### src/core/sbsf_pkg.sv
// Purpose: constants and types shared by the serial port baud and flag block
// Assumes: byte-wide register port, one bus clock of 20 MHz
// Notes: the list below is the behaviour contract of the block
//
// Contract
// - bit rate configuration is readable and writable at any time, even mid-transfer
// - prescale_select in bits 6:4 divides the bus clock by code plus one
// - prescaler runs on the bus clock and feeds the rate divider
// - rate_select in bits 2:0 divides by two to the power code plus one
// - rate divider output is the serial bit clock in master mode
// - port_flags unimplemented bits read zero; writes to it change nothing
// - receive_full_flag at bit 7 sets when a received byte is ready
// - receive_full_flag clears by status read seeing it set, then data read
// - transmit_empty_flag at bit 5 sets when a byte moves into the shifter
// - transmit_empty_flag clears by status read seeing it set, then data write
// - data write without prior status read seeing transmit_empty_flag is ignored
// - idle port passes a written byte on and sets transmit_empty_flag within two cycles
// - at shift end a queued byte moves in and sets the flag; otherwise nothing
// - interrupt requested while transmit_empty_flag and transmit_irq_enable are set
// - mode_fault_flag at bit 4 sets when master and slave select is driven low
// - slave select is a fault input only with master, fault enable, no select output
// - mode_fault_flag clears by status read seeing it, then first control write
// - clearing port_enable aborts, flushes, clears receive flag, sets transmit flag
// - interrupt requested while receive_irq_enable and receive or fault flag set
// - in master mode a data write into the transmit buffer starts a transfer
package sbsf_pkg;

   // register offsets
   localparam logic [2:0] OFS_FIRST_CONTROL = 3'h0;
   localparam logic [2:0] OFS_SECOND_CONTROL = 3'h1;
   localparam logic [2:0] OFS_BIT_RATE_CONFIG = 3'h2;
   localparam logic [2:0] OFS_PORT_FLAGS = 3'h3;
   localparam logic [2:0] OFS_DATA_BUFFER = 3'h5;

   // first control register fields
   localparam int CTL1_RECEIVE_IRQ_ENABLE = 7;
   localparam int CTL1_PORT_ENABLE = 6;
   localparam int CTL1_TRANSMIT_IRQ_ENABLE = 5;
   localparam int CTL1_MASTER_SELECT = 4;
   localparam int CTL1_SELECT_OUTPUT_ENABLE = 1;
   // second control register field
   localparam int CTL2_FAULT_FUNCTION_ENABLE = 4;
   // bit rate fields
   localparam int BR_PRESCALE_MSB = 6;
   localparam int BR_PRESCALE_LSB = 4;
   localparam int BR_RATE_MSB = 2;
   localparam int BR_RATE_LSB = 0;
   // status fields
   localparam int FLG_RECEIVE_FULL = 7;
   localparam int FLG_TRANSMIT_EMPTY = 5;
   localparam int FLG_MODE_FAULT = 4;

   // reset values
   localparam logic [7:0] RST_FIRST_CONTROL = 8'h00;
   localparam logic [7:0] RST_SECOND_CONTROL = 8'h00;
   localparam logic [7:0] RST_BIT_RATE_CONFIG = 8'h00;
   localparam logic [7:0] RST_DATA = 8'h00;
   // readable bit masks
   localparam logic [7:0] MASK_SECOND_CONTROL = 8'h10;
   localparam logic [7:0] MASK_BIT_RATE_CONFIG = 8'h77;

   // one byte is sixteen serial clock edges
   localparam logic [3:0] LAST_EDGE = 4'hf;
   localparam int SYNC_STAGES = 2;

   typedef enum logic [1:0] {
      SBSF_IDLE  = 2'b01,
      SBSF_SHIFT = 2'b10
   } sbsf_state_t;

endpackage

### src/core/sbsf_sync.sv
// Purpose: two flip-flop synchroniser for pin inputs
// Assumes: inputs are asynchronous to CLK
// Notes: first stage feeds only the second stage
`timescale 1ns/1ps
`default_nettype none
module sbsf_sync #(
   parameter int WIDTH = 2
) (
   // clock and reset
   input  wire logic             clk,
   input  wire logic             rst_n,
   // pins and synchronised copies
   input  wire logic [WIDTH-1:0] pin_in,
   input  wire logic [WIDTH-1:0] rst_val,
   output logic      [WIDTH-1:0] sync_out
);
   logic [WIDTH-1:0] meta_ff;

   always_ff @(posedge clk) begin
      if (!rst_n) begin
         meta_ff <= rst_val;
         sync_out <= rst_val;
      end else begin
         meta_ff <= pin_in;
         sync_out <= meta_ff;
      end
   end
endmodule
`default_nettype wire

### src/core/sbsf_baud.sv
// Purpose: prescaler and power-of-two rate divider for the serial clock
// Assumes: restart is a one-cycle pulse at each idle transfer start, not at a chained one
// Notes: half_tick marks each serial clock edge, twice per bit
`timescale 1ns/1ps
`default_nettype none
module sbsf_baud (
   // clock and reset
   input  wire logic       clk,
   input  wire logic       rst_n,
   // control
   input  wire logic       restart,
   input  wire logic [2:0] prescale_select,
   input  wire logic [2:0] rate_select,
   // edge strobe
   output logic            half_tick
);
   logic [2:0] pre_cnt_ff;
   logic [6:0] div_cnt_ff;
   wire        pre_tick;
   wire        div_end;

   // half of the rate divisor, minus one, as a count limit
   function automatic logic [6:0] half_limit(input logic [2:0] sel);
      half_limit = 7'((8'h01 << sel) - 8'h01);
   endfunction

   assign pre_tick = (pre_cnt_ff == prescale_select);
   assign div_end = (div_cnt_ff == half_limit(rate_select));
   assign half_tick = pre_tick && div_end && !restart;

   always_ff @(posedge clk) begin
      if (!rst_n || restart || pre_tick) begin
         pre_cnt_ff <= 3'h0;
      end else begin
         pre_cnt_ff <= pre_cnt_ff + 3'h1;
      end
   end

   // a shrinking rate while counting wraps cleanly through the >= test
   always_ff @(posedge clk) begin
      if (!rst_n || restart) begin
         div_cnt_ff <= 7'h00;
      end else if (pre_tick) begin
         div_cnt_ff <= (div_cnt_ff >= half_limit(rate_select)) ? 7'h00 : div_cnt_ff + 7'h01;
      end
   end
endmodule
`default_nettype wire

### src/core/sbsf_top.sv
// Purpose: serial port bit rate generator, transmit path and status flags
// Assumes: byte register port with read data one cycle after the read strobe
// Notes: master transfers only, clock idles low, sample on leading edge, msb first
//
// Added by the designer: the strobed register port and the placing of the registers.
`timescale 1ns/1ps
`default_nettype none
module sbsf_top
   import sbsf_pkg::*;
(
   // clock and reset
   input  wire logic       CLK,
   input  wire logic       RST_N,
   // register port
   input  wire logic [2:0] ADDR,
   input  wire logic [7:0] WDATA,
   input  wire logic       WR,
   input  wire logic       RD,
   output logic      [7:0] RDATA,
   // serial link
   output logic            SCK_OUT,
   output logic            MOSI_OUT,
   input  wire logic       MISO_IN,
   input  wire logic       SS_N_IN,
   output logic            SS_N_OUT,
   output logic            SS_N_OE,
   // interrupt request
   output logic            IRQ
);
   import sbsf_pkg::*;

   // configuration
   logic [7:0]  ctl1_ff;
   logic [7:0]  ctl2_ff;
   logic [7:0]  bit_rate_config_ff;
   // flags and their arming from a status read
   logic        receive_full_flag_ff;
   logic        transmit_empty_flag_ff;
   logic        mode_fault_flag_ff;
   logic        rf_armed_ff;
   logic        te_armed_ff;
   logic        mf_armed_ff;
   // data path
   logic [7:0]  tx_buf_ff;
   logic        tx_buf_valid_ff;
   logic [7:0]  rx_buf_ff;
   logic [7:0]  shift_ff;
   logic        sample_ff;
   logic [3:0]  edge_cnt_ff;
   sbsf_state_t state_ff;
   sbsf_state_t nxt_state;
   // synchronised pins
   wire  [1:0]  pins_sync;
   wire         miso_s;
   wire         ss_n_s;
   wire         half_tick;

   // both pins cross in from outside the bus clock domain
   sbsf_sync #(
      .WIDTH (SYNC_STAGES)
   ) u_sync (
      .clk      (CLK),
      .rst_n    (RST_N),
      .pin_in   ({MISO_IN, SS_N_IN}),
      .rst_val  (2'h1),
      .sync_out (pins_sync)
   );
   assign miso_s = pins_sync[1];
   assign ss_n_s = pins_sync[0];

   // control fields
   wire receive_irq_enable = ctl1_ff[CTL1_RECEIVE_IRQ_ENABLE];
   wire port_enable = ctl1_ff[CTL1_PORT_ENABLE];
   wire transmit_irq_enable = ctl1_ff[CTL1_TRANSMIT_IRQ_ENABLE];
   wire master_select = ctl1_ff[CTL1_MASTER_SELECT];
   wire select_output_enable = ctl1_ff[CTL1_SELECT_OUTPUT_ENABLE];
   wire fault_function_enable = ctl2_ff[CTL2_FAULT_FUNCTION_ENABLE];

   // address decode
   wire sel_ctl1 = (ADDR == OFS_FIRST_CONTROL);
   wire sel_ctl2 = (ADDR == OFS_SECOND_CONTROL);
   wire sel_br = (ADDR == OFS_BIT_RATE_CONFIG);
   wire sel_flags = (ADDR == OFS_PORT_FLAGS);
   wire sel_data = (ADDR == OFS_DATA_BUFFER);

   wire wr_ctl1 = WR && sel_ctl1;
   wire wr_ctl2 = WR && sel_ctl2;
   wire wr_br = WR && sel_br;
   wire rd_flags = RD && sel_flags;
   wire rd_data = RD && sel_data;
   wire wr_data = WR && sel_data;

   // a data write lands only after the flag was seen set
   wire data_accept = wr_data && te_armed_ff && port_enable;
   wire active = port_enable && master_select;

   // edge_cnt_ff counts serial clock edges of the frame; even counts are
   // leading edges (sample), odd counts trailing edges (shift)
   // transfer sequencing
   wire shifting = (state_ff == SBSF_SHIFT);
   wire leading_edge = shifting && half_tick && !edge_cnt_ff[0];
   wire trailing_edge = shifting && half_tick && edge_cnt_ff[0];
   wire shift_done = trailing_edge && (edge_cnt_ff == LAST_EDGE);
   wire [7:0] rx_byte = {shift_ff[6:0], sample_ff};
   // buffer to shifter move: idle, or right at the end of a shift
   wire load_idle = active && !shifting && tx_buf_valid_ff;
   wire load_chain = active && shift_done && tx_buf_valid_ff;
   wire load_shifter = load_idle || load_chain;

   // a chained load keeps the divider running, so back-to-back frames
   // keep an even bit spacing; only an idle start restarts it
   // fault detection
   wire fault_input = master_select && fault_function_enable && !select_output_enable;
   wire fault_event = port_enable && fault_input && !ss_n_s;

   // reads have no side effect in the mux; the clearing sequences live
   // in the arming registers below
   // read mux
   wire [7:0] flags_view = {receive_full_flag_ff, 1'b0, transmit_empty_flag_ff,
                            mode_fault_flag_ff, 4'h0};
   wire [7:0] rd_mux =
      sel_ctl1  ? ctl1_ff :
      sel_ctl2  ? (ctl2_ff & MASK_SECOND_CONTROL) :
      sel_br    ? (bit_rate_config_ff & MASK_BIT_RATE_CONFIG) :
      sel_flags ? flags_view :
      sel_data  ? rx_buf_ff : 8'h00;

   // restart on an idle start so the first edge is a full half period away
   sbsf_baud u_baud (
      .clk             (CLK),
      .rst_n           (RST_N),
      .restart         (load_idle),
      .prescale_select (bit_rate_config_ff[BR_PRESCALE_MSB:BR_PRESCALE_LSB]),
      .rate_select     (bit_rate_config_ff[BR_RATE_MSB:BR_RATE_LSB]),
      .half_tick       (half_tick)
   );

   // control writes take effect at the edge that samples the strobe
   // configuration registers
   always_ff @(posedge CLK) begin
      if (!RST_N) begin
         ctl1_ff <= RST_FIRST_CONTROL;
      end else if (wr_ctl1) begin
         ctl1_ff <= WDATA;
      end
   end

   always_ff @(posedge CLK) begin
      if (!RST_N) begin
         ctl2_ff <= RST_SECOND_CONTROL;
      end else if (wr_ctl2) begin
         ctl2_ff <= WDATA & MASK_SECOND_CONTROL;
      end
   end

   // no interlock with the shifter: a new rate applies at the next count wrap
   always_ff @(posedge CLK) begin
      if (!RST_N) begin
         bit_rate_config_ff <= RST_BIT_RATE_CONFIG;
      end else if (wr_br) begin
         bit_rate_config_ff <= WDATA & MASK_BIT_RATE_CONFIG;
      end
   end

   // status-read arming; the first access of the pair is remembered here
   always_ff @(posedge CLK) begin
      if (!RST_N || !port_enable) begin
         rf_armed_ff <= 1'b0;
         te_armed_ff <= 1'b0;
      end else begin
         if (rd_flags && receive_full_flag_ff) begin
            rf_armed_ff <= 1'b1;
         end else if (rd_data) begin
            rf_armed_ff <= 1'b0;
         end
         if (rd_flags && transmit_empty_flag_ff) begin
            te_armed_ff <= 1'b1;
         end else if (wr_data) begin
            te_armed_ff <= 1'b0;
         end
      end
   end

   always_ff @(posedge CLK) begin
      if (!RST_N) begin
         mf_armed_ff <= 1'b0;
      end else if (rd_flags && mode_fault_flag_ff) begin
         mf_armed_ff <= 1'b1;
      end else if (wr_ctl1) begin
         mf_armed_ff <= 1'b0;
      end
   end

   // receive flag: a completing byte wins over a clearing read
   always_ff @(posedge CLK) begin
      if (!RST_N || !port_enable) begin
         receive_full_flag_ff <= 1'b0;
      end else if (shift_done) begin
         receive_full_flag_ff <= 1'b1;
      end else if (rd_data && rf_armed_ff) begin
         receive_full_flag_ff <= 1'b0;
      end
   end

   // transmit flag: tracks room in the buffer
   always_ff @(posedge CLK) begin
      if (!RST_N || !port_enable) begin
         transmit_empty_flag_ff <= 1'b1;
      end else if (load_shifter) begin
         transmit_empty_flag_ff <= 1'b1;
      end else if (data_accept) begin
         transmit_empty_flag_ff <= 1'b0;
      end
   end

   // fault flag survives a port disable so software can still see it
   always_ff @(posedge CLK) begin
      if (!RST_N) begin
         mode_fault_flag_ff <= 1'b0;
      end else if (fault_event) begin
         mode_fault_flag_ff <= 1'b1;
      end else if (wr_ctl1 && mf_armed_ff) begin
         mode_fault_flag_ff <= 1'b0;
      end
   end

   // a flushed buffer drops its byte; a cut frame is never resumed
   // transmit buffer
   always_ff @(posedge CLK) begin
      if (!RST_N || !port_enable) begin
         tx_buf_valid_ff <= 1'b0;
         tx_buf_ff <= RST_DATA;
      end else if (data_accept) begin
         tx_buf_valid_ff <= 1'b1;
         tx_buf_ff <= WDATA;
      end else if (load_shifter) begin
         tx_buf_valid_ff <= 1'b0;
      end
   end

   // receive buffer: an unread byte is kept and the new one is lost
   always_ff @(posedge CLK) begin
      if (!RST_N || !port_enable) begin
         rx_buf_ff <= RST_DATA;
      end else if (shift_done && !receive_full_flag_ff) begin
         rx_buf_ff <= rx_byte;
      end
   end

   // no state for a cut frame: losing active returns the machine to idle
   // at the next edge and the counters follow
   // transfer state machine
   always_comb begin
      nxt_state = state_ff;
      case (state_ff)
         SBSF_IDLE: begin
            if (load_idle) begin
               nxt_state = SBSF_SHIFT;
            end
         end
         SBSF_SHIFT: begin
            if (shift_done && !load_chain) begin
               nxt_state = SBSF_IDLE;
            end
         end
         default: begin
            nxt_state = SBSF_IDLE;
         end
      endcase
   end

   always_ff @(posedge CLK) begin
      if (!RST_N || !active) begin
         state_ff <= SBSF_IDLE;
      end else begin
         state_ff <= nxt_state;
      end
   end

   always_ff @(posedge CLK) begin
      if (!RST_N || !active || load_shifter) begin
         edge_cnt_ff <= 4'h0;
      end else if (shifting && half_tick) begin
         edge_cnt_ff <= edge_cnt_ff + 4'h1;
      end
   end

   // transmit bits leave from the top while received bits fill in below
   // shifter: sample on leading edge, shift on trailing edge
   always_ff @(posedge CLK) begin
      if (!RST_N || !active) begin
         shift_ff <= RST_DATA;
         sample_ff <= 1'b0;
      end else if (load_shifter) begin
         shift_ff <= tx_buf_ff;
      end else if (leading_edge) begin
         sample_ff <= miso_s;
      end else if (trailing_edge) begin
         shift_ff <= rx_byte;
      end
   end

   // sck idles low; the last edge of a frame comes with the done pulse
   // serial pins
   always_ff @(posedge CLK) begin
      if (!RST_N || !active) begin
         SCK_OUT <= 1'b0;
         MOSI_OUT <= 1'b0;
      end else begin
         if (shifting && half_tick && !shift_done) begin
            SCK_OUT <= !SCK_OUT;
         end else if (shift_done || load_shifter) begin
            SCK_OUT <= 1'b0;
         end
         if (load_shifter) begin
            MOSI_OUT <= tx_buf_ff[7];
         end else if (trailing_edge) begin
            MOSI_OUT <= shift_ff[6];
         end
      end
   end

   // automatic select output in master mode when fault function and select output are both enabled
   always_ff @(posedge CLK) begin
      if (!RST_N) begin
         SS_N_OE <= 1'b0;
         SS_N_OUT <= 1'b1;
      end else begin
         SS_N_OE <= active && fault_function_enable && select_output_enable;
         SS_N_OUT <= !(nxt_state == SBSF_SHIFT && active);
      end
   end

   // the interrupt is registered, so it trails its flag or enable by a cycle
   // read data are zero outside the answer cycle so an or-ed bus stays clean
   // register read data and interrupt
   always_ff @(posedge CLK) begin
      if (!RST_N) begin
         RDATA <= 8'h00;
         IRQ <= 1'b0;
      end else begin
         RDATA <= RD ? rd_mux : 8'h00;
         IRQ <= (receive_irq_enable && (receive_full_flag_ff || mode_fault_flag_ff))
                || (transmit_irq_enable && transmit_empty_flag_ff);
      end
   end
endmodule
`default_nettype wire

### config.mk
export PLATFORM = sky130hd
export DESIGN_NAME = sbsf_top
export DESIGN_NICKNAME = d
export VERILOG_FILES = /design/src/core/sbsf_pkg.sv /design/src/core/sbsf_sync.sv /design/src/core/sbsf_baud.sv /design/src/core/sbsf_top.sv
export SDC_FILE = /design/constraint.sdc
export NUM_CORES = 1
export LEC_CHECK = 0
export BUFFER_PORTS_ARGS = -buffer_cell sky130_fd_sc_hd__buf_2
export CAP_MARGIN = 20
export CORE_ASPECT_RATIO = 1.4
export CORE_MARGIN = 1.5
export CORE_UTILIZATION = 46
export CTS_BUF_LIST = sky130_fd_sc_hd__clkbuf_8
export DETAILED_ROUTE_END_ITERATION = 6
export PLACE_DENSITY = 0.76
export SYNTH_ARGS = -nofsm -noshare
export SYNTH_HDL_FRONTEND = slang
export SYNTH_SLANG_ARGS = --single-unit
### constraint.sdc
create_clock -name CLK -period 2 [get_ports CLK]
set_input_delay 0.2 -clock CLK [delete_from_list [all_inputs] [get_ports CLK]]
set_output_delay 0.2 -clock CLK [all_outputs]
set_load 0.02 [all_outputs]
---- Word-level counts from Yosys, hierarchy flattened ----
Index checks and enable logic that the tools add are counted.
word-level totals
  register bits ........................... 79
  bits of input ports ..................... 17
cells by class
  add/subtract/negate cells ............... 4
  magnitude comparators ................... 1
  equality and inequality tests ........... 11
  shift-type cells ........................ 1
  multiplexer cells ....................... 28
  bitwise operators ....................... 1
  reductions and logical operators ........ 71
operator list
  cell                                                                    count
  8-bit two-way mux                                                       5
  1-bit logical AND                                                       36
  7-bit two-way mux                                                       4
  1-bit two-way mux                                                       16
  2-bit nonzero test                                                      8
  1-bit zero test                                                         13
  1-bit logical OR                                                        9
  7-bit by 1-bit adder with 7-bit output (second input constant)          1
  7-bit equality test                                                     1
  7-bit >= comparator                                                     1
  1-bit by 3-bit << shifter with 7-bit output (first input constant)      1
  7-bit by 1-bit subtractor with 7-bit output (second input constant)     1
  3-bit by 2-bit equality test with 1-bit output (second input constant)  2
  2-bit AND reduction                                                     3
  4-bit by 1-bit adder with 4-bit output (second input constant)          1
  2-bit equality test (second input constant)                             2
  4-bit equality test (second input constant)                             1
  2-bit two-way mux                                                       2
  2-bit one-hot mux with 2 select lines                                   1
  3-bit by 1-bit adder with 3-bit output (second input constant)          1
  3-bit by 1-bit equality test with 1-bit output (second input constant)  1
  3-bit equality test                                                     1
  3-bit equality test (second input constant)                             1
  3-bit zero test                                                         1
  other kinds (4)                                                         4

---- Longest topological paths before layout ----
Gate-level depths: netlist (run 1).
  word-level depth ........................ 18
  gate-level depth with buffers ........... 10
  depth with buffers taken out ............ 7

---- Modules after synthesis ----
A second synthesis (run 1) with hierarchy kept.
unflattened totals
  cell total of the unflattened synthesis .. 375
  area total of the unflattened synthesis .. 3539.6 µm²
by module, submodules not included
  module     instances  cells an instance  area an instance (µm²)  sequential area each (µm²)
  sbsf_top   1          291                2748.9                  1301.2
  sbsf_baud  1          76                 665.6                   200.2
  sbsf_sync  1          8                  125.1                   80.1

---- Worst setup path after synthesis (run 1) ----
OpenSTA, ideal clock, no wires.
  kind .................................... register to register
  start ................................... register bit_rate_config_ff[2]
  end ..................................... register MOSI_OUT
  arrival ................................. 2.041 ns
  data required time ...................... 1.880 ns
  path slack .............................. -0.161 ns
  stages on the path, launching flop included .. 11
  path buffers ............................ 3
  clock period less this slack ............ 2.161 ns
  cell sequence ........................... dfxtp_1 > clkbuf_1 > nand3_1 > ha_1 > nand4_1 > nor3_2 > and3_4 > buf_6 > buf_6 > nor2_1 > a211o_1
between the ends
  cells in the longest elaborated chain, start to end .. 12
RTL lines
  item                                                     line             RTL
  start, declared                                          sbsf_top.sv:35   logic [7:0] bit_rate_config_ff;
  start signal, assigned                                   sbsf_top.sv:161  bit_rate_config_ff <= WDATA & MASK_BIT_RATE_CONFIG;
  1-bit by 3-bit << shifter with 7-bit output (*)          sbsf_baud.sv:24  half_limit = 7'((8'h01 << sel) - 8'h01);
  7-bit by 1-bit subtractor with 7-bit output (*)          sbsf_baud.sv:24
  7-bit equality test (*)                                  sbsf_baud.sv:28  assign div_end = (div_cnt_ff == half_limit(rate_select));
  1-bit logical AND (*) (2 in a row)                       sbsf_baud.sv:29  assign half_tick = pre_tick && div_end && !restart;
  1-bit logical AND (*) (2 in a row)                       sbsf_top.sv:102  wire trailing_edge = shifting && half_tick && edge_cnt_ff[0];
  1-bit logical AND                                        sbsf_top.sv:103  wire shift_done = trailing_edge && (edge_cnt_ff == LAST_EDGE);
  1-bit logical AND (2 in a row)                           sbsf_top.sv:107  wire load_chain = active && shift_done && tx_buf_valid_ff;
  1-bit logical OR                                         sbsf_top.sv:108  wire load_shifter = load_idle || load_chain;
  1-bit two-way mux or 2-bit nonzero test (tied branches)  --
  end signal, assigned                                     sbsf_top.sv:316  MOSI_OUT <= tx_buf_ff[7];
  end signal, assigned                                     sbsf_top.sv:318  MOSI_OUT <= shift_ff[6];
  end, declared                                            sbsf_top.sv:22   output logic MOSI_OUT,
Every way passes the cells marked *; elsewhere a longest branch is shown, timed or not.
A chain may end at the register's enable or synchronous reset.

---- Final worst setup path (run 1) ----
  start ................................... register bit_rate_config_ff[2]
  end ..................................... register rx_buf_ff[7]
between the ends
  cells in the longest elaborated chain, start to end .. 9
RTL lines
  item                                         line             RTL
  1-bit by 3-bit << shifter with 7-bit output  sbsf_baud.sv:24
  7-bit by 1-bit subtractor with 7-bit output  sbsf_baud.sv:24
  7-bit equality test                          sbsf_baud.sv:28
  1-bit logical AND (2 in a row)               sbsf_baud.sv:29
  1-bit logical AND (2 in a row)               sbsf_top.sv:102
  1-bit logical AND                            sbsf_top.sv:103
  1-bit logical AND                            sbsf_top.sv:245  end else if (shift_done && !receive_full_flag_ff) begin
  end signal, assigned                         sbsf_top.sv:246  rx_buf_ff <= rx_byte;
  end, declared                                sbsf_top.sv:46   logic [7:0] rx_buf_ff;
Every way passes these cells.

==> metrics.yaml, run 1 <==
status: "finished with violations"
violations: "setup timing"
p_per_area_mw_per_mm2: 685
grt_start_max_net_pins: 24
io_pins: 30
yosysMostFrequentCell: "nand2_1"
max_freq_mhz: 483
ys_seq_area_share_pct: 44.1
final_nets: 495
yosysTopAreaCell: "dfxtp_1"
wl_per_cell_um: 15.8
yosys-top-cells-area: "dfxtp_1 44%, nand2_1 8.4%, a21oi_1 4.9%, nand3_1 4.3%, ha_1 4.2%"
cts.htree.levels: 3
synth_top_area_share_pct: 44.1
die_w_um: 77.6
cp.depth: 8
antenna_left: 0
multi_input_area_mm2: 0.00208
io_buffers: 29
dieArea_mm2: 0.00834
worst_pin_slew_ns: 0.573
place_inst: 547
cp-end-kind: "flop"
hpwlAfterDp_mm: 6.25
drv_slew: 0
coreArea_mm2: 0.00745
relSlewSlack_pct: 61.7
drt_iter0_markers: 176
post-route-min-period_ns: 2.07
drt_pass1_iterations: 4
cp_cell_sequence: "nand3_4 -> ha_4 -> nand4_1 -> nor3_4 -> and3_4 -> buf_6 -> nand3_2 -> a21oi_2"
fin_cells: 567
grt_first_pass_wirelength_mm: 14.2
drc_errors: 0
wirelength_mm: 8.98
p_leak_uw: 0.00166
slowest_delay_ns: 0.41
timing.final.crit_share_pct: 103
vias: 3168
postSynthAreaPerCell_um2: 8.51
critPathRequiredTime_ns: 2.30
via_per_inst: 5.59
antenna_cells: 0
synth.ff_latch_count: 79
crit_path_top_delay_cell: "dfxtp_4"
cts_tree: "yes"
r2r_start: "bit_rate_config_ff[2]"
clock_latency_ns: 0.36
syn_to_final_growth_pct: 21.6
cap_violations: 0
ctsRootBufferMaster: "clkbuf_8"
timing.final.ws_setup_ns: -0.0689
worstSetupEndpoint: "rx_buf_ff[7]"
finalClockSkew_ns: 0.0110
hold_viol: 0
final.setup.tns_ns: -0.679
critical_path.top_delay_family: "simple AND/OR/NAND/NOR gates"
synthTopCellsByCount: "80 x nand2_1, 79 x dfxtp_1, 36 x nor2_1"
cp-start-kind: "flop"
min_path_type: "in -> reg"
synth_edf_count: 0
synthCells: 421
fp-row-count: 37
r2r-end: "rx_buf_ff[7]"
crit_fanout: 8
ys_async_sr_fraction_pct: 0
vdd_ir_drop_max_mv: 0.684
start_util_pct: 48.1
cts_buffer_depth: 2
grt_pass1_vias: 2996
setup-violations-final: 20
synth_area_mm2: 0.00358
grt_overflow_total: 0
syn-num-nets: 450
numCtsBuffers: 9
reg2reg_setup_slack_ns: -0.07
track_usage_pct: 22.0
arrival_ns: 2.37
grt_antenna_before_repair: 0
r2r_cells: 8
critPathKind: "reg -> reg"
utilization_pct: 58.5
yosysUniqueCellTypes: 46
finalWeightedCongestion: 0.924
min-delay-start: "SS_N_IN"
fp.dieH_um: 107
drive_gt1_share_pct: 25.3
cp.buffers_inverters: 1
rsz0062_at_grt: "yes"
yosysWarnings: 0
worst_setup_hold_path_clk_slew_ns: 0.08
cp-startpoint: "bit_rate_config_ff[2]"
seqCellArea_mm2: 0.00159
fillers: 652
synth-main-ff-cell: "dfxtp_1"
clock_sinks: 79
-- worst min path at each step --
stage / end / depth (start not counted)
global route: u_sync.meta_ff[0] / 2
floorplan: u_sync.meta_ff[0] / 1
finish: u_sync.meta_ff[0] / 2
detailed placement: u_sync.meta_ff[0] / 2
CTS: u_sync.meta_ff[0] / 2
global placement: u_sync.meta_ff[0] / 2
-- sequential cells by signal, summed over array words and instances (netlist names), 3 cells and up --
name	count
bit_rate_config_ff	6
ctl1_ff	8
rx_buf_ff	8
edge_cnt_ff	4
tx_buf_ff	8
shift_ff	7
u_baud.div_cnt_ff	7
RDATA	8
u_baud.pre_cnt_ff	3
-- routing by layer --
| layer | vias to the layer above | part of all wire (%) | track usage, % |
|---|---|---|---|
| met3 | 23 | 3.4 | 3.73 |
| met5 | - | 0 | 0 |
| met2 | 94 | 51 | 38.2 |
| li1 | 1572 | - | - |
| met1 | 1479 | 42 | 25.6 |
| met4 | 0 | 3.3 | 11.8 |
-- logic make-up (layout without fill, tap and decap cells) --
group,after synthesis,in the layout,synth area share [%]
and+or+nand+nor,208,209,28.1
DFF,79,79,44.1
AOI/OAI and AO/OA,77,77,14.1
buffers and inverters,25,73,3.56
muxes,14,14,4.43
adders and majority gates,12,12,4.19
xor gates and xnor gates,6,6,1.47
-- stage by stage --
stage	setup slack, ns	hold WS, ns	cell area, um^2	total power [uW]
2_1_floorplan	-0.0470	0.301	3650	1750
3_3_place_gp	-0.0791	0.387	3950	1800
3_5_place_dp	-0.178	0.407	3950	1800
4_1_cts	-0.0600	0.0318	4180	3000
5_1_grt	-0.117	0.0364	4360	3070
6_report	-0.0689	0.0312	4360	2990
-- report_power, final --
group / leakage, uW / internal (uW) / switching (uW)
Combinational: 0.000911 / 69.6 / 111
Clock: 0.000108 / 634 / 575
Sequential: 0.000640 / 1580 / 13.6
-- layout make-up --
cell class	count	area share [%]
clock buffers	11	3.47
clock inverters	4	1.06
inverters	4	0.344
multi-input cells	318	47.7
flip-flops and latches	79	36.5
well taps	97	2.78
repair buffers	54	8.15
-- cell usage in the layout (no fill, tap or decap), types with 6 or more instances in the layout --
| cell | netlist | layout |
|---|---|---|
| nand4_1 | 7 | 7 |
| a21oi_2 | 1 | 7 |
| a21oi_1 | 35 | 29 |
| ha_1 | 12 | 8 |
| clkbuf_8 | 0 | 11 |
| nor2_1 | 36 | 34 |
| buf_4 | 2 | 19 |
| mux2i_1 | 8 | 8 |
| and3_1 | 13 | 12 |
| nor2b_1 | 11 | 11 |
| a21boi_0 | 10 | 10 |
| nand3_1 | 31 | 25 |
| buf_2 | 3 | 29 |
| dfxtp_1 | 79 | 76 |
| buf_6 | 3 | 6 |
| nand2_1 | 80 | 71 |
| a22oi_1 | 9 | 8 |
| a211o_1 | 6 | 6 |
| nor3_1 | 6 | 6 |
| inv_1 | 4 | 6 |
| nand2_2 | 0 | 7 |
-- what timing repair did --
action	CTS	global route
resized for setup	6	36
gates cloned	1	0
hold buffers	0	0
setup buffers	1	3
endpoints found under the setup margin	30	32
pin swaps	4	17
Note: power is estimated with default switching activity, not from simulation.
==> run 2: changes to the inputs <==
--- a/config.mk
+++ b/config.mk
@@ -12,6 +12,7 @@
 export CORE_UTILIZATION = 46
 export CTS_BUF_LIST = sky130_fd_sc_hd__clkbuf_8
 export DETAILED_ROUTE_END_ITERATION = 6
+export HOLD_SLACK_MARGIN = 0.1
 export PLACE_DENSITY = 0.76
 export SYNTH_ARGS = -nofsm -noshare
 export SYNTH_HDL_FRONTEND = slang
==> run 2 against run 1 <==
Compared with the run above: the run still ends with setup timing left; highest routed layer unchanged; first-iteration DRC count decreased by 10%; total power increased by 0.24%; sequential share of layout area decreased by 0.33 points; routed wire length increased by 0.51%; global-route usage increased by 0.11 points; hold slack improved by 0.090 ns; clock power about the same; combinational power increased by 3%.
==> metrics.yaml, run 2 (synthesized netlist as in run 1, its figures left out) <==
drive_gt1_share_pct: 25.1
cap_violations: 0
final_common_cell: "dfxtp_1"
p_leak_uw: 0.00168
final_nets: 499
status: "finished with violations"
reg2reg_setup_slack_ns: -0.07
grt_first_pass_wirelength_mm: 14.3
finalWeightedCongestion: 0.924
timing.final.crit_share_pct: 103
setup-violations-final: 19
io_pins: 30
rsz0062_at_grt: "yes"
cp-startpoint: "bit_rate_config_ff[2]"
clock_sinks: 79
min-delay-start: "WDATA[5]"
cp-end-kind: "flop"
hold_viol: 0
cp.buffers_inverters: 1
syn_to_final_growth_pct: 22.7
fp-row-count: 37
drt_iter0_markers: 158
critPathKind: "reg -> reg"
coreArea_mm2: 0.00745
relSlewSlack_pct: 60.7
cp-start-kind: "flop"
grt_start_max_net_pins: 24
grt_pass1_vias: 3041
cts_tree: "yes"
ctsRootBufferMaster: "clkbuf_8"
drv_slew: 0
critical_path.top_delay_family: "simple AND/OR/NAND/NOR gates"
vdd_ir_drop_max_mv: 0.685
hold_ws_ns: 0.121
io_buffers: 29
start_util_pct: 48.1
cts.htree.levels: 3
final_cell_mix: "76 x dfxtp_1, 71 x nand2_1, 34 x nor2_1, 29 x a21oi_1, 29 x buf_2"
timing.final.ws_setup_ns: -0.0684
via_per_inst: 5.56
critPathRequiredTime_ns: 2.30
r2r_start: "bit_rate_config_ff[2]"
wirelength_mm: 9.03
stdcell_area_mm2: 0.00440
crit_fanout: 8
violations: "setup timing"
fp.dieH_um: 107
slowest_delay_ns: 0.41
worst_setup_hold_path_clk_slew_ns: 0.08
drc_errors: 0
track_usage_pct: 22.1
clock_latency_ns: 0.36
max_freq_mhz: 483
finalClockSkew_ns: 0.0122
finalPower_uw: 2990
numCtsBuffers: 9
crit_path_top_delay_cell: "dfxtp_4"
dieArea_mm2: 0.00834
antenna_cells: 0
die_w_um: 77.6
wl_per_cell_um: 15.8
grt_overflow_total: 0
cp_cell_sequence: "nand3_4 -> ha_4 -> nand4_1 -> nor3_4 -> and3_4 -> buf_6 -> nand3_2 -> a21oi_2"
hpwlAfterDp_mm: 6.25
worst_pin_slew_ns: 0.587
placed_area_mm2: 0.00395
post-route-min-period_ns: 2.07
vias: 3176
cts_buffer_depth: 2
p_per_area_mw_per_mm2: 681
arrival_ns: 2.37
drt_pass1_iterations: 6
min_path_type: "in -> reg"
grt_antenna_before_repair: 0
antenna_left: 0
run 2: changes by cell type in the layout (fill, tap and decap cells not counted):
cell	delta
dlygate4sd3_1	+4
run 2: repair_timing:
action / CTS / global route
gates resized for setup: 6 / 36
pin swaps: 4 / 17
hold endpoints to repair: 5 / 0
hold buffers: 4 / 0
endpoints found under the setup margin: 30 / 32
buffers inserted: 1 / 3
gates cloned: 1 / 0
run 2: worst paths after layout:
kind,end,cells past startpoint
worst max-delay path,rx_buf_ff[7],8
worst max register to register,rx_buf_ff[7],8
worst min register to register,u_sync.sync_out[0],1
worst min-delay path,tx_buf_ff[5],3
run 2: per-stage QoR:
step	worst slack, ns	utilization, %	cells	TNS (ns)
CTS	-0.0600	56.6	568	-0.930
finish	-0.0684	59.0	571	-0.658
floorplan	-0.0470	-	421	-0.287
global route	-0.117	59.0	571	-2.29
global placement	-0.0791	53.0	547	-0.577
detailed placement	-0.178	53.0	547	-2.76
run 2: worst register-to-register path, cell delays in order (launching register included):
cell	delay (ns)
dfxtp_4	0.41
nand3_4	0.10
ha_4	0.29
nand4_1	0.22
nor3_4	0.33
and3_4	0.29
buf_6	0.14
nand3_2	0.08
a21oi_2	0.15
run 2: power by group:
| part | switching [uW] | internal [uW] |
|---|---|---|
| clock | 576 | 634 |
| sequential | 13.6 | 1580 |
| combinational | 112 | 74.7 |
run 2: routing by layer:
metal | global-route usage, % | share of wire (%) | up-vias
li1 | - | - | 1578
met1 | 25.6 | 41 | 1485
met2 | 37.7 | 51 | 87
met3 | 3.73 | 4.0 | 26
met4 | 13.6 | 3.8 | 0
met5 | 0 | 0 | -
run 2: cell type report:
type                    instances  area (um^2)
clock buffers                  11          151
clock inverters                 4         46.3
fillers                       640         3050
inverters                       4         15.0
multi-input cells             318         2080
flip-flops and latches         79         1590
well taps                      97          121
repair buffers                 58          395
==> run 3: changes to the inputs <==
--- a/config.mk
+++ b/config.mk
@@ -9,11 +9,12 @@
 export CAP_MARGIN = 20
 export CORE_ASPECT_RATIO = 1.4
 export CORE_MARGIN = 1.5
-export CORE_UTILIZATION = 46
+export CORE_UTILIZATION = 53
 export CTS_BUF_LIST = sky130_fd_sc_hd__clkbuf_8
 export DETAILED_ROUTE_END_ITERATION = 6
 export HOLD_SLACK_MARGIN = 0.1
-export PLACE_DENSITY = 0.76
+export PLACE_DENSITY = 0.85
 export SYNTH_ARGS = -nofsm -noshare
 export SYNTH_HDL_FRONTEND = slang
+export SYNTH_HIERARCHICAL = 1
 export SYNTH_SLANG_ARGS = --single-unit
==> run 3 against run 2 <==
Compared with the run above: the run still ends with setup timing left; clock skew is 0.00078 ns higher; utilization up 9.8 points; register-to-register slack got worse by 0.28 ns; total power grew 8.7%; final cell count down 6.8%; highest routed layer unchanged; sequential share of layout area fell by 0.80 points; cell area rose by 2.0%; count of clock-buffer cells in the layout down 2; synthesized cell count fell by 11%; critical endpoint unchanged.
==> metrics.yaml, run 3 <==
synth-main-ff-cell: "dfxtp_1"
cp-start-kind: "flop"
status: "finished with violations"
cts_buffer_depth: 2
whs_path_depth: 3
min-delay-start: "WDATA[5]"
reg2reg_setup_slack_ns: -0.35
postSynthAreaPerCell_um2: 9.44
critPathKind: "reg -> reg"
drt_pass1_iterations: 4
grt_pass1_vias: 3252
grt_start_max_net_pins: 21
finalWeightedCongestion: 0.820
io_buffers: 29
via_per_inst: 5.90
r2r_cells: 10
die_w_um: 72.1
cap_violations: 0
p_per_area_mw_per_mm2: 725
synth_area_mm2: 0.00354
clock_sinks: 79
grt_overflow_total: 0
post-route-min-period_ns: 2.35
rsz0062_at_grt: "yes"
cts.htree.levels: 3
synth_top_area_share_pct: 44.7
drc_errors: 0
stdcell_area_mm2: 0.00449
yosysTopAreaCell: "dfxtp_1"
min_to: "tx_buf_ff[5]"
clock_latency_ns: 0.38
numCtsBuffers: 9
violations: "setup timing"
synth_edf_count: 0
ctsRootBufferMaster: "clkbuf_8"
dieArea_mm2: 0.00719
drive_gt1_share_pct: 28.4
final_cell_mix: "77 x dfxtp_1, 52 x nand2_1, 44 x buf_4, 29 x buf_2, 26 x nor2_1"
relSlewSlack_pct: 61.5
finalPower_uw: 3250
synthTopCellsByCount: "79 x dfxtp_1, 52 x nand2_1, 26 x nor2_1"
max_freq_mhz: 426
yosysMostFrequentCell: "dfxtp_1"
yosysUniqueCellTypes: 60
final_common_cell: "dfxtp_1"
fp.dieH_um: 99.7
cts_tree: "yes"
vias: 3138
drv_slew: 0
cp-end-kind: "flop"
yosysWarnings: 6
finalClockSkew_ns: 0.0130
vdd_ir_drop_max_mv: 0.576
setup-violations-final: 34
wirelength_mm: 8.92
antenna_left: 0
synthCells: 375
fp-row-count: 35
syn_to_final_growth_pct: 26.8
worst_setup_hold_path_clk_slew_ns: 0.09
synth.ff_latch_count: 79
arrival_ns: 2.62
timing.final.crit_share_pct: 117
ys_async_sr_fraction_pct: 0
yosys-top-cells-area: "dfxtp_1 45%, nand2_1 5.5%, mux2i_1 5.1%, ha_1 4.2%, a21oi_1 3.1%"
min_path_type: "in -> reg"
hold_viol: 0
antenna_cells: 0
track_usage_pct: 26.6
crit_fanout: 8
p_leak_uw: 0.00179
ys_seq_area_share_pct: 44.7
timing.final.ws_setup_ns: -0.346
hpwlAfterDp_mm: 6.26
placed_area_mm2: 0.00408
r2r-end: "rx_buf_ff[7]"
coreArea_mm2: 0.00653
drt_iter0_markers: 184
start_util_pct: 54.2
utilization_pct: 68.8
wl_per_cell_um: 16.8
grt_antenna_before_repair: 0
io_pins: 30
r2r_start: "bit_rate_config_ff[2]"
critPathRequiredTime_ns: 2.28
grt_first_pass_wirelength_mm: 14.7
final_nets: 482
worst_pin_slew_ns: 0.575
==> run 3: cell types whose count changed after synthesis, sizes merged, moves of 8 or more <==
| cell | previous run | this run |
|---|---|---|
| nand2 | 80 | 52 |
| nand3 | 31 | 15 |
| a21o | 0 | 9 |
| and3 | 15 | 6 |
| mux2i | 8 | 18 |
| a22o | 0 | 8 |
| clkbuf | 13 | 4 |
| a21oi | 36 | 22 |
| nor2 | 36 | 27 |
==> run 3: layout make-up <==
| class | instances | area, um^2 |
|---|---|---|
| clock buffers | 9 | 124 |
| clock inverters | 7 | 110 |
| flip-flops and latches | 79 | 1590 |
| multi-input cells | 277 | 1990 |
| inverters | 6 | 22.5 |
| repair buffers | 80 | 558 |
| well taps | 74 | 92.6 |
| fillers | 458 | 2040 |
==> run 3: stage by stage <==
step | TNS [ns] | worst slack, ns | hold WS (ns) | instances
floorplan | -5.21 | -0.304 | 0.335 | 377
global placement | -5.53 | -0.250 | 0.425 | 508
detailed placement | -8.84 | -0.350 | 0.436 | 508
CTS | -7.59 | -0.329 | 0.101 | 532
global route | -10.79 | -0.437 | 0.115 | 532
finish | -7.29 | -0.346 | 0.0984 | 532
==> run 3: cell families after synthesis <==
| family | share of synthesized area [%] |
|---|---|
| simple gates | 21.6 |
| compound gates | 16.3 |
| flops | 44.7 |
| mux | 7.64 |
| buf+inv | 3.11 |
| fa+ha+maj | 4.24 |
| xor+xnor | 2.23 |
| other cells | 0.212 |
==> run 3: repair_timing <==
action	4_1_cts	5_1_grt
gates cloned	0	0
hold buffers	4	0
gates resized for setup	10	11
endpoints found under the hold margin	6	0
endpoints found under the setup margin	35	35
setup buffers	4	0
pin swaps	4	17
==> run 3: worst max-delay path by stage <==
stage                          start      endpoint  slack (ns)  depth (start not counted)
2_1_floorplan  bit_rate_config_ff[5]  rx_buf_ff[0]       -0.30                          8
6_report       bit_rate_config_ff[2]  rx_buf_ff[7]       -0.35                         10
3_3_place_gp   bit_rate_config_ff[2]  rx_buf_ff[0]       -0.25                         11
3_5_place_dp   bit_rate_config_ff[2]  rx_buf_ff[7]       -0.35                         11
4_1_cts        bit_rate_config_ff[2]  rx_buf_ff[7]       -0.33                         11
5_1_grt        bit_rate_config_ff[2]  rx_buf_ff[7]       -0.44                         10
==> run 3: metal layers <==
layer  track usage [%]  share of wire [%]
met1              27.7                 37
met5                 0                  0
met3              6.89                5.2
met2              44.7                 52
met4              21.0                5.5
==> run 3: where the power goes <==
| part | switching [uW] | internal (uW) |
|---|---|---|
| logic | 137 | 124 |
| clock network | 661 | 732 |
| registers | 10.3 | 1590 |
| total | 809 | 2450 |
==> run 3: worst max-delay path: stages, from the launching register on <==
cell and delay [ns]:
dfxtp_4 0.37, or3_4 0.38, ha_4 0.28, nand4_1 0.11, nor4_4 0.20, buf_4 0.17, nand3_4 0.09, nor3_4 0.17
buf_12 0.16, mux2i_2 0.23, nor2_1 0.07
